### src/verilog/crafr_pkg.sv
// Shared constants and carrier types for the CAN register access framer
package crafr_pkg;
    localparam logic [15:0] CRAFR_ERR_REG      = 16'hffff;
    localparam logic [15:0] CRAFR_MAX_REG      = 16'hfffe;
    localparam logic [7:0]  CRAFR_SINGLE_CNT   = 8'h01;
    localparam logic [7:0]  CRAFR_MULTI_MIN    = 8'h02;
    localparam logic [7:0]  CRAFR_MULTI_MAX    = 8'h7b;
    localparam logic [7:0]  CRAFR_MARK_FIRST   = 8'hff;
    localparam logic [10:0] CRAFR_QUERY_OFS    = 11'h001;
    localparam logic [10:0] CRAFR_RESP_OFS     = 11'h002;
    localparam logic [3:0]  CRAFR_SINGLE_DLC   = 4'h5;
    localparam logic [3:0]  CRAFR_MULTI_DLC    = 4'h8;
    localparam logic [3:0]  CRAFR_QUERY_DLC    = 4'h2;
    localparam logic [3:0]  CRAFR_ERR_DLC      = 4'h3;
    localparam int          CRAFR_SLOTS        = 62;
    localparam logic [7:0]  CRAFR_E_BAD_REG    = 8'h02;
    localparam logic [7:0]  CRAFR_E_BAD_DATA   = 8'h03;
    localparam logic [7:0]  CRAFR_E_INCOMPLETE = 8'h04;
    localparam time         CRAFR_CLK_PERIOD_NS = 5;
    localparam int          CRAFR_TIMEOUT_US   = 100000;
    localparam int          CRAFR_TIMEOUT_CYC  = CRAFR_TIMEOUT_US * 1000 / 5;

    typedef struct packed {
        logic        valid;
        logic [10:0] id;
        logic [3:0]  dlc;
        logic [63:0] data;
    } crafr_frame_t;

    typedef struct packed {
        logic        valid;
        logic [15:0] reg_num;
        logic [15:0] value;
    } crafr_wr_t;

    typedef struct packed {
        logic        valid;
        logic [15:0] reg_num;
    } crafr_rd_t;
endpackage : crafr_pkg

### src/verilog/crafr_asm.sv
// Fragment reassembly store for multi-register writes
`timescale 1ns/100ps
module crafr_asm
    import crafr_pkg::*;
(
    input  wire logic        clk,
    input  wire logic        rst_n,
    input  wire logic        clear,
    input  wire logic        put,
    input  wire logic [5:0]  slot,
    input  wire logic [31:0] put_data,
    input  wire logic [5:0]  rd_slot,
    output logic [31:0]      rd_data,
    output logic [63:0]      got
);
    logic [31:0] mem [CRAFR_SLOTS];

    // Data is placed by its marker slot, so arrival order is irrelevant
    always_ff @(posedge clk) begin
        if (put) begin
            mem[slot] <= put_data;
        end
    end

    assign rd_data = mem[rd_slot];

    always_ff @(posedge clk or negedge rst_n) begin
        if (!rst_n) begin
            got <= '0;
        end else if (clear) begin
            got <= '0;
        end else if (put) begin
            got[slot] <= 1'b1;
        end
    end
endmodule : crafr_asm

### src/verilog/crafr_top.sv
// CAN frame to register access interpreter
// Contract
// Frames on the base identifier are object writes.
// Queries arrive on base plus one; all responses go on base plus two.
// Query and response identifiers follow base identifier changes.
// Broadcast identifier accepts writes only, never queries; a broadcast identifier equal to base plus one has its frames taken as queries.
// Bytes 0-1 hold register number, valid from 0 to 65534.
// Writes on base or broadcast give start register, count, parameters.
// Single write: count exactly one, 16-bit value in bytes 3-4.
// Multi write: count 2 to 123, marker byte 3, data bytes 4-7.
// Every fragment carries the object's start register, not incremented.
// Host sets count to number of 16-bit registers in object.
// First fragment marker 0xff, each following fragment decrements one.
// Fragment data is placed by marker value, not arrival order.
// Each fragment carries four data bytes, unused ones zero.
// Full-length or shortened transfers are both accepted.
// Unsolicited error responses are sent on communication or access errors.
// Error response holds 65535 in bytes 0-1, code in byte 2.
// A query holds only the start register in two bytes.
// Commit only after all fragments; incomplete transfer reports error.
`timescale 1ns/100ps
module crafr_top
    import crafr_pkg::*;
#(
    parameter int TIMEOUT_CYC = CRAFR_TIMEOUT_CYC
)
(
    input  wire logic                 CLOCK,
    input  wire logic                 RESET_N,
    input  wire logic [10:0]          BASE_ID,
    input  wire logic [10:0]          BCAST_ID,
    input  wire crafr_pkg::crafr_frame_t RX_FRAME,
    input  wire logic                 TX_READY,
    output crafr_pkg::crafr_frame_t   TX_FRAME,
    output crafr_pkg::crafr_wr_t      REG_WRITE,
    output crafr_pkg::crafr_rd_t      REG_QUERY
);
    import crafr_pkg::*;

    typedef enum logic [1:0] {S_IDLE, S_COLLECT, S_COMMIT} crafr_state_t;

    typedef struct packed {
        crafr_state_t  st;
        logic [15:0]   start_reg;
        logic [7:0]    count;
        logic [5:0]    nfrag;
        logic [5:0]    idx;
        logic          half;
        logic [31:0]   tmo;
        crafr_frame_t  tx;
        crafr_wr_t     wr;
        crafr_rd_t     rd;
    } crafr_regs_t;

    crafr_regs_t s_r, s_nxt;

    logic        is_base, is_bcast, is_query, multi_ok, single_ok, reg_ok, frag_in;
    logic        asm_put, asm_clear;
    logic [5:0]  frag_slot;
    logic [31:0] asm_rd;
    logic [63:0] asm_got;
    logic [15:0] rx_reg;
    logic [7:0]  rx_cnt, rx_mark;
    logic [7:0]  err_code;
    logic        err_evt;

    assign rx_reg    = RX_FRAME.data[63:48];
    assign rx_cnt    = RX_FRAME.data[47:40];
    assign rx_mark   = RX_FRAME.data[39:32];
    assign is_base   = RX_FRAME.valid && RX_FRAME.id == BASE_ID;
    assign is_bcast  = RX_FRAME.valid && RX_FRAME.id == BCAST_ID && !is_base;
    assign is_query  = RX_FRAME.valid && RX_FRAME.id == BASE_ID + CRAFR_QUERY_OFS;
    assign reg_ok    = rx_reg <= CRAFR_MAX_REG;
    assign single_ok = rx_cnt == CRAFR_SINGLE_CNT && RX_FRAME.dlc >= CRAFR_SINGLE_DLC;
    assign multi_ok  = rx_cnt >= CRAFR_MULTI_MIN && rx_cnt <= CRAFR_MULTI_MAX
                       && RX_FRAME.dlc == CRAFR_MULTI_DLC;
    assign frag_slot = 6'(CRAFR_MARK_FIRST - rx_mark);
    assign frag_in   = (is_base || is_bcast) && reg_ok && multi_ok;

    crafr_asm u_asm (
        .clk      (CLOCK),
        .rst_n    (RESET_N),
        .clear    (asm_clear),
        .put      (asm_put),
        .slot     (frag_slot),
        .put_data (RX_FRAME.data[31:0]),
        .rd_slot  (s_r.idx),
        .rd_data  (asm_rd),
        .got      (asm_got)
    );

    always_comb begin
        s_nxt     = s_r;
        asm_put   = 1'b0;
        asm_clear = 1'b0;
        err_evt   = 1'b0;
        err_code  = 8'h00;
        s_nxt.wr.valid = 1'b0;
        s_nxt.rd.valid = 1'b0;
        if (TX_READY) begin
            s_nxt.tx.valid = 1'b0;
        end
        if (s_r.st == S_COLLECT) begin
            s_nxt.tmo = s_r.tmo + 32'h1;
        end
        if (is_query && !is_base) begin
            // Only the start register is meaningful in a query
            if (reg_ok && RX_FRAME.dlc >= CRAFR_QUERY_DLC) begin
                s_nxt.rd.valid   = 1'b1;
                s_nxt.rd.reg_num = rx_reg;
            end else begin
                err_evt  = 1'b1;
                err_code = CRAFR_E_BAD_REG;
            end
        end else if ((is_base || is_bcast) && !reg_ok) begin
            err_evt  = 1'b1;
            err_code = CRAFR_E_BAD_REG;
        end else if ((is_base || is_bcast) && single_ok) begin
            s_nxt.wr.valid   = 1'b1;
            s_nxt.wr.reg_num = rx_reg;
            s_nxt.wr.value   = RX_FRAME.data[39:24];
        end else if (frag_in && s_r.st != S_COMMIT) begin
            // Fragments carry the listed start register; a mismatch restarts
            if (s_r.st == S_IDLE || rx_reg != s_r.start_reg || rx_cnt != s_r.count) begin
                asm_clear       = 1'b1;
                s_nxt.st        = S_COLLECT;
                s_nxt.start_reg = rx_reg;
                s_nxt.count     = rx_cnt;
                s_nxt.nfrag     = 6'((rx_cnt + 8'h1) >> 1);
                if (s_r.st == S_COLLECT) begin
                    err_evt  = 1'b1;
                    err_code = CRAFR_E_INCOMPLETE;
                end
            end
            s_nxt.tmo = '0;
            if ({2'b00, frag_slot} < 8'((rx_cnt + 8'h1) >> 1)) begin
                asm_put = !asm_clear;
            end else begin
                err_evt  = 1'b1;
                err_code = CRAFR_E_BAD_DATA;
            end
        end else if ((is_base || is_bcast) && !frag_in) begin
            // Other frames on a write identifier report bad data; fragments that land during the commit burst are dropped silently
            err_evt  = 1'b1;
            err_code = CRAFR_E_BAD_DATA;
        end
        // A fresh start frame cannot be stored in the clear cycle; it is dropped and must be sent again
        if (s_r.st == S_COLLECT && !asm_clear) begin
            if (&(asm_got | ~((64'h1 << s_r.nfrag) - 64'h1))) begin
                s_nxt.st   = S_COMMIT;
                s_nxt.idx  = '0;
                s_nxt.half = 1'b0;
            end else if (s_r.tmo >= 32'(TIMEOUT_CYC)) begin
                s_nxt.st = S_IDLE;
                err_evt  = 1'b1;
                err_code = CRAFR_E_INCOMPLETE;
            end
        end
        if (s_r.st == S_COMMIT) begin
            s_nxt.wr.valid   = 1'b1;
            s_nxt.wr.reg_num = s_r.start_reg + {s_r.idx, s_r.half} - 16'h0;
            s_nxt.wr.value   = s_r.half ? asm_rd[15:0] : asm_rd[31:16];
            s_nxt.half       = !s_r.half;
            if (s_r.half) begin
                s_nxt.idx = s_r.idx + 6'h1;
            end
            if (8'({s_r.idx, s_r.half}) + 8'h1 >= s_r.count) begin
                s_nxt.st = S_IDLE;
            end
        end
        if (err_evt) begin
            // Unsolicited error report on the response identifier
            s_nxt.tx.valid = 1'b1;
            s_nxt.tx.id    = BASE_ID + CRAFR_RESP_OFS;
            s_nxt.tx.dlc   = CRAFR_ERR_DLC;
            s_nxt.tx.data  = {CRAFR_ERR_REG, err_code, 40'h0};
        end
    end

    always_ff @(posedge CLOCK or negedge RESET_N) begin
        if (!RESET_N) begin
            s_r <= '0;
        end else begin
            s_r <= s_nxt;
        end
    end

    assign TX_FRAME  = s_r.tx;
    assign REG_WRITE = s_r.wr;
    assign REG_QUERY = s_r.rd;

    chk_err_reg_val: assert property (@(posedge CLOCK) disable iff (!RESET_N)
        $rose(TX_FRAME.valid) |-> TX_FRAME.data[63:48] == 16'hffff)
        else $error("error response lacks 65535 marker");
    chk_resp_id_base: assert property (@(posedge CLOCK) disable iff (!RESET_N)
        $rose(TX_FRAME.valid) |-> TX_FRAME.id == $past(BASE_ID) + 11'h002)
        else $error("response not on base plus two");
    chk_bcast_no_query: assert property (@(posedge CLOCK) disable iff (!RESET_N)
        RX_FRAME.valid && RX_FRAME.id == BCAST_ID && RX_FRAME.id != BASE_ID + 11'h001
        |=> !REG_QUERY.valid)
        else $error("broadcast frame produced a query");
    chk_single_write: assert property (@(posedge CLOCK) disable iff (!RESET_N)
        RX_FRAME.valid && RX_FRAME.id == BASE_ID && RX_FRAME.data[47:40] == 8'h01
        && RX_FRAME.dlc >= 4'h5 && RX_FRAME.data[63:48] != 16'hffff
        |=> REG_WRITE.valid && REG_WRITE.value == $past(RX_FRAME.data[39:24]))
        else $error("single write not forwarded");
    chk_query_fwd: assert property (@(posedge CLOCK) disable iff (!RESET_N)
        REG_QUERY.valid |-> $past(RX_FRAME.id) == $past(BASE_ID) + 11'h001
        && REG_QUERY.reg_num != 16'hffff)
        else $error("query forwarded from wrong identifier");
    chk_bad_reg_err: assert property (@(posedge CLOCK) disable iff (!RESET_N)
        RX_FRAME.valid && RX_FRAME.id == BASE_ID && RX_FRAME.data[63:48] == 16'hffff
        |=> TX_FRAME.valid && TX_FRAME.data[47:40] == 8'h02)
        else $error("register 65535 not reported");
    chk_commit_done: assert property (@(posedge CLOCK) disable iff (!RESET_N)
        s_r.st == S_COMMIT |-> ##[1:123] s_r.st == S_IDLE)
        else $error("commit phase overran count");
    chk_multi_no_early: assert property (@(posedge CLOCK) disable iff (!RESET_N)
        s_r.st == S_COLLECT |-> !REG_WRITE.valid || $past(RX_FRAME.data[47:40]) == 8'h01)
        else $error("multi write committed early");
endmodule : crafr_top

### config.mk
export PLATFORM = sky130hd
export DESIGN_NAME = crafr_top
export DESIGN_NICKNAME = d
export VERILOG_FILES = /design/src/verilog/crafr_pkg.sv /design/src/verilog/crafr_asm.sv /design/src/verilog/crafr_top.sv
export SDC_FILE = /design/constraint.sdc
export NUM_CORES = 2
export LEC_CHECK = 0
export BUFFER_PORTS_ARGS = -buffer_cell sky130_fd_sc_hd__buf_2
export CAP_MARGIN = 30
export CORE_AREA = 2 2 427 471
export CTS_CLUSTER_SIZE = 20
export DETAILED_ROUTE_END_ITERATION = 6
export DIE_AREA = 0 0 429 473
export MAX_ROUTING_LAYER = met4
export PLACE_DENSITY = 0.67
export SKIP_LAST_GASP = 1
export SYNTH_ARGS = -nofsm -noshare
export SYNTH_HDL_FRONTEND = slang
export SYNTH_SLANG_ARGS = --single-unit
### constraint.sdc
create_clock -name CLOCK -period 5.1 [get_ports CLOCK]
set_input_delay 0.255 -clock CLOCK [delete_from_list [all_inputs] [get_ports CLOCK]]
set_output_delay 0.255 -clock CLOCK [all_outputs]
set_load 0.02 [all_outputs]
==> results.md <==
* TritonRoute pass-1 iters at 7
* Total GRT Usage at 0.2365
* Worst-margin pin slew at a little over 1 ns
* Reg2reg end: TX_FRAME[68]$_DFFE_PN0P_
* Pwr/cell area at around 470 nW/um^2
* Post-synth design cell area at just under 90000 um^2
* Avg Vias per Cell at a little over 6
* Endpoints failing setup at 0
* Clock Pin Slew Worst Setup and Hold Paths at roughly 0.060 ns
* Maximum clock frequency at 216.7 MHz
* Post-Synth Adder-Cell Area at 0.004452
* Arrival @ worst endpoint at 5.31 ns
* Tcrit/Tclk final at 0.9050
* Global route total overflow at 0
* Synthesis-to-layout area growth at 14.05%
* Clock Skew at ~0.04 ns
* Status: finished with violations
* Setup WS pre-CTS at 0.4854 ns
* Worst slew margin at 0.3113
* Synth async-reset ratio at 0.09158
* Initial antenna violation count at 16
* Worst-Skew Late Latency at around 0.85 ns
* Placed Cells at between 7000 and 8000
* First-pass GRT wire length at around 340 mm
* Die Area at 202900 um^2
* Clock H-tree levels at 4
* Main combinational cell family by area after synthesis: multiplexers
* Clock buffer depth at 3
* Top routing layer in use: met4
* Data required, critical path at about 5.8 ns
* Root buf cell: clkbuf_16
* Multiplexer share of the synthesized area at 0.1602
* Synth Area in Simple Gates at 0.03272
* Worst setup margin at 0.4844 ns
* Post-CTS Setup Bufs at 0
* Max Cap Viol at 0
* Worst R2R Start: s_r[171]$_DFFE_PN0P_
* Lkg Pwr at about 34 nW
* DRT iter0 DRCs at between 6000 and 7000
* Rows at 172
* Setup crit start kind: flop
* Layout cells sized above 1 at 0.2741
* Vias at 46940
* CTS Sinks at around 2200
* Port-buffer cells at roughly 190
* Post-route DRC at 1
* RSZ-0062 raised after global routing: false
* CTS Buf Count at 210
* Fin util at 0.5099
* Metal3 WL at between 15 and 20 mm
* Gp weighted congestion at about 0.9
* Seq/Total Area, Yosys at 0.7273
* Number of global-route vias before repair at 46730
* Post-Syn Area per Cell at 19.20 um^2
* DIE HEIGHT at roughly 470 um
* Starting Density at 0.4471
* XOR/XNOR Fraction of Synth Area at 0.01174
* Post-DRT Antenna Nets at 0
* Wire length per cell at ~30 um
* Synthesis Warnings at 0
* CP startpoint: s_r[171]$_DFFE_PN0P_
* Failing checks: DRC
* Cts repair resizes at 0
* Peak VDD IR at ~0.00036 V
* Largest net degree at the start of global routing at 95
* Worst Setup EP: TX_FRAME[68]$_DFFE_PN0P_
* Main synth FF type: edfxtp_1
* CTS tree: yes
* DP Wirelength at 136.2 mm
* Synthesis-stage register bit count at 2184
* DRT Wirelength at between 200 and 250 mm
* Die W at 429 um
* Crit path capture type: flop
* # IOs at between 200 and 250
* Setup CP Type: flop to flop
* Syn Inst Count at 4625
* Wl on met1 at about 93 mm
* CP max FO at 14
* Synth Area in Compound Gates at 0.03759
* Post-layout min period at 4.616 ns
* Core ar. at a little under 200000 um^2
* Fin nets at around 5100
* Max-slew violations at 0
* Final hold vios at 0
* DR WL met2 at between 100 and 150 mm
* R2r setup slk at 0.48 ns
* Final Non-Filler Cells at ~7800
* Hold slack at around 0.058 ns
* EDFF count, synth at about 2000
* Synth unique cells at 84
* R2r worst-path depth at 13
* HP Class: input pin to async pin
-- metrics by stage --
step	setup TNS [ns]	area (um^2)	power [mW]
4_1_cts	0	100700	47.81
6_report	0	101300	47.50
3_3_place_gp	0	93320	32.32
3_5_place_dp	0	93440	32.44
5_1_grt	0	101300	49.10
2_1_floorplan	-1.231	88970	28.55
-- cell type report --
type                       instances  area, um^2
tap                             2610        3266
clock inverter                   127        1236
multi-input combinational       2048       22450
antenna                            8       20.02
sequential                      2184       64600
inverter                          42       162.7
timing repair buffer             473        4001
fill                           15640       97360
clock buffer                     260        5548
-- how the worst min path moves through the flow --
stage	start	endpoint	slack, ns	cells after the start
after CTS	RX_FRAME[75]	REG_QUERY[16]$_DFF_PN0_	0.002	6
after global placement	RESET_N	TX_FRAME[48]$_DFFE_PN0P_	0.34	1
final	RESET_N	TX_FRAME[73]$_DFFE_PN0P_	0.06	2
after global routing	RX_FRAME[34]	REG_WRITE[10]$_DFFE_PN0P_	0.08	3
after detailed placement	RESET_N	TX_FRAME[73]$_DFFE_PN0P_	0.34	1
after floorplan	RESET_N	REG_QUERY[0]$_DFFE_PN0P_	-0.04	0
-- what timing repair did --
| item | in CTS | in global routing |
|---|---|---|
| hold buffers | 50 | 17 |
| hold endpoints to repair | 385 | 954 |
| setup endpoints to repair | 0 | 0 |
-- power by group --
part / switching, mW / internal (mW) / total (mW)
clock: 6.63 / 8.80 / 15.4
combinational: 6.41 / 5.55 / 12.0
sequential: 0.437 / 19.7 / 20.1
-- critical path: stages (launching register included) --
cell	delay, ns
dfrtp_1	0.42
or4_1	0.65
nor2_1	0.20
nand2_1	0.09
ha_1	0.39
nor3b_1	0.40
a22oi_1	0.12
o32a_1	0.31
o22ai_1	0.19
nor4b_2	0.09
nand4_1	0.11
and4bb_2	0.32
o31ai_4	0.79
mux2_2	0.41
-- flip-flops by register name, indices dropped and copies added (netlist names) --
signal / count
u_asm.mem: 1984
s_r: 71
u_asm.got: 63
REG_WRITE: 33
REG_QUERY: 17
TX_FRAME: 16
-- cell usage in the layout, fill, tap and decap left out, types with 31 or more instances in the layout --
cell type	Yosys	final
edfxtp_1	1984	1984
buf_2	72	186
buf_12	0	56
clkbuf_1	138	44
mux2_2	95	95
clkbuf_16	0	214
a21oi_1	115	115
dfrtp_1	200	194
xnor2_1	70	70
a22oi_1	31	31
mux2i_1	136	136
o21ai_0	139	139
nand2_1	148	147
nor3_1	96	34
mux4_2	519	519
conb_1	1	47
inv_1	41	40
buf_4	142	161
nand3_1	55	53
xor2_1	49	49
nand4_1	37	37
a2bb2oi_1	59	59
nor3_2	2	63
clkinv_1	1	56
nor2_1	119	116
dlygate4sd3_1	0	67
-- logic make-up after synthesis --
logic type / count (synthesis)
DFF: 2184
other: 1
muxes: 757
and+or+nand+nor: 585
AOI/OAI and AO/OA: 509
adders and majority gates: 31
buffers and inverters: 439
xor gates and xnor gates: 119
-- cells in the mapped netlist (5+ instances only) --
master / n / area [um^2]
mux2_4: 7 / 105.1
nand4_1: 37 / 231.5
o22ai_1: 24 / 150.1
dfrtp_1: 200 / 5005
a211oi_1: 14 / 105.1
xor2_1: 49 / 429.2
mux4_2: 519 / 11690
nor4_1: 18 / 112.6
nor4b_1: 5 / 43.79
a22oi_1: 31 / 232.7
a21o_1: 8 / 60.06
o221ai_1: 8 / 70.07
and2_1: 15 / 93.84
o21a_1: 6 / 45.04
nor3_1: 96 / 480.5
a21oi_1: 115 / 575.6
o21ai_0: 139 / 695.7
a31oi_1: 12 / 75.07
and3_1: 17 / 106.4
buf_4: 142 / 1066
a221oi_1: 28 / 245.2
or4_1: 6 / 45.04
ha_1: 30 / 375.4
clkbuf_1: 138 / 518.0
nand2_1: 148 / 555.5
o211ai_1: 9 / 67.56
nor2b_1: 9 / 56.30
mux2i_1: 136 / 1361
buf_1: 38 / 142.6
inv_1: 41 / 153.9
edfxtp_1: 1984 / 59580
o31ai_1: 6 / 45.04
buf_2: 72 / 360.4
nand2b_1: 14 / 87.58
nor2_1: 119 / 446.7
nand3_1: 55 / 275.3
a2bb2oi_1: 59 / 516.8
a211o_1: 5 / 43.79
o2111ai_1: 5 / 43.79
xnor2_1: 70 / 613.1
or3_1: 14 / 87.58
a2111oi_0: 7 / 61.31
mux2_2: 95 / 1070
-- per-layer routing --
| layer | vias to the layer above | global-route usage |
|---|---|---|
| met2 | 2297 | 0.3793 |
| met3 | 374 | 0.04049 |
| li1 | 19380 | - |
| met4 | 0 | 0.06782 |
| met1 | 24880 | 0.3132 |
| met5 | - | - |
No activity file was read; power rests on OpenSTA's default activity.
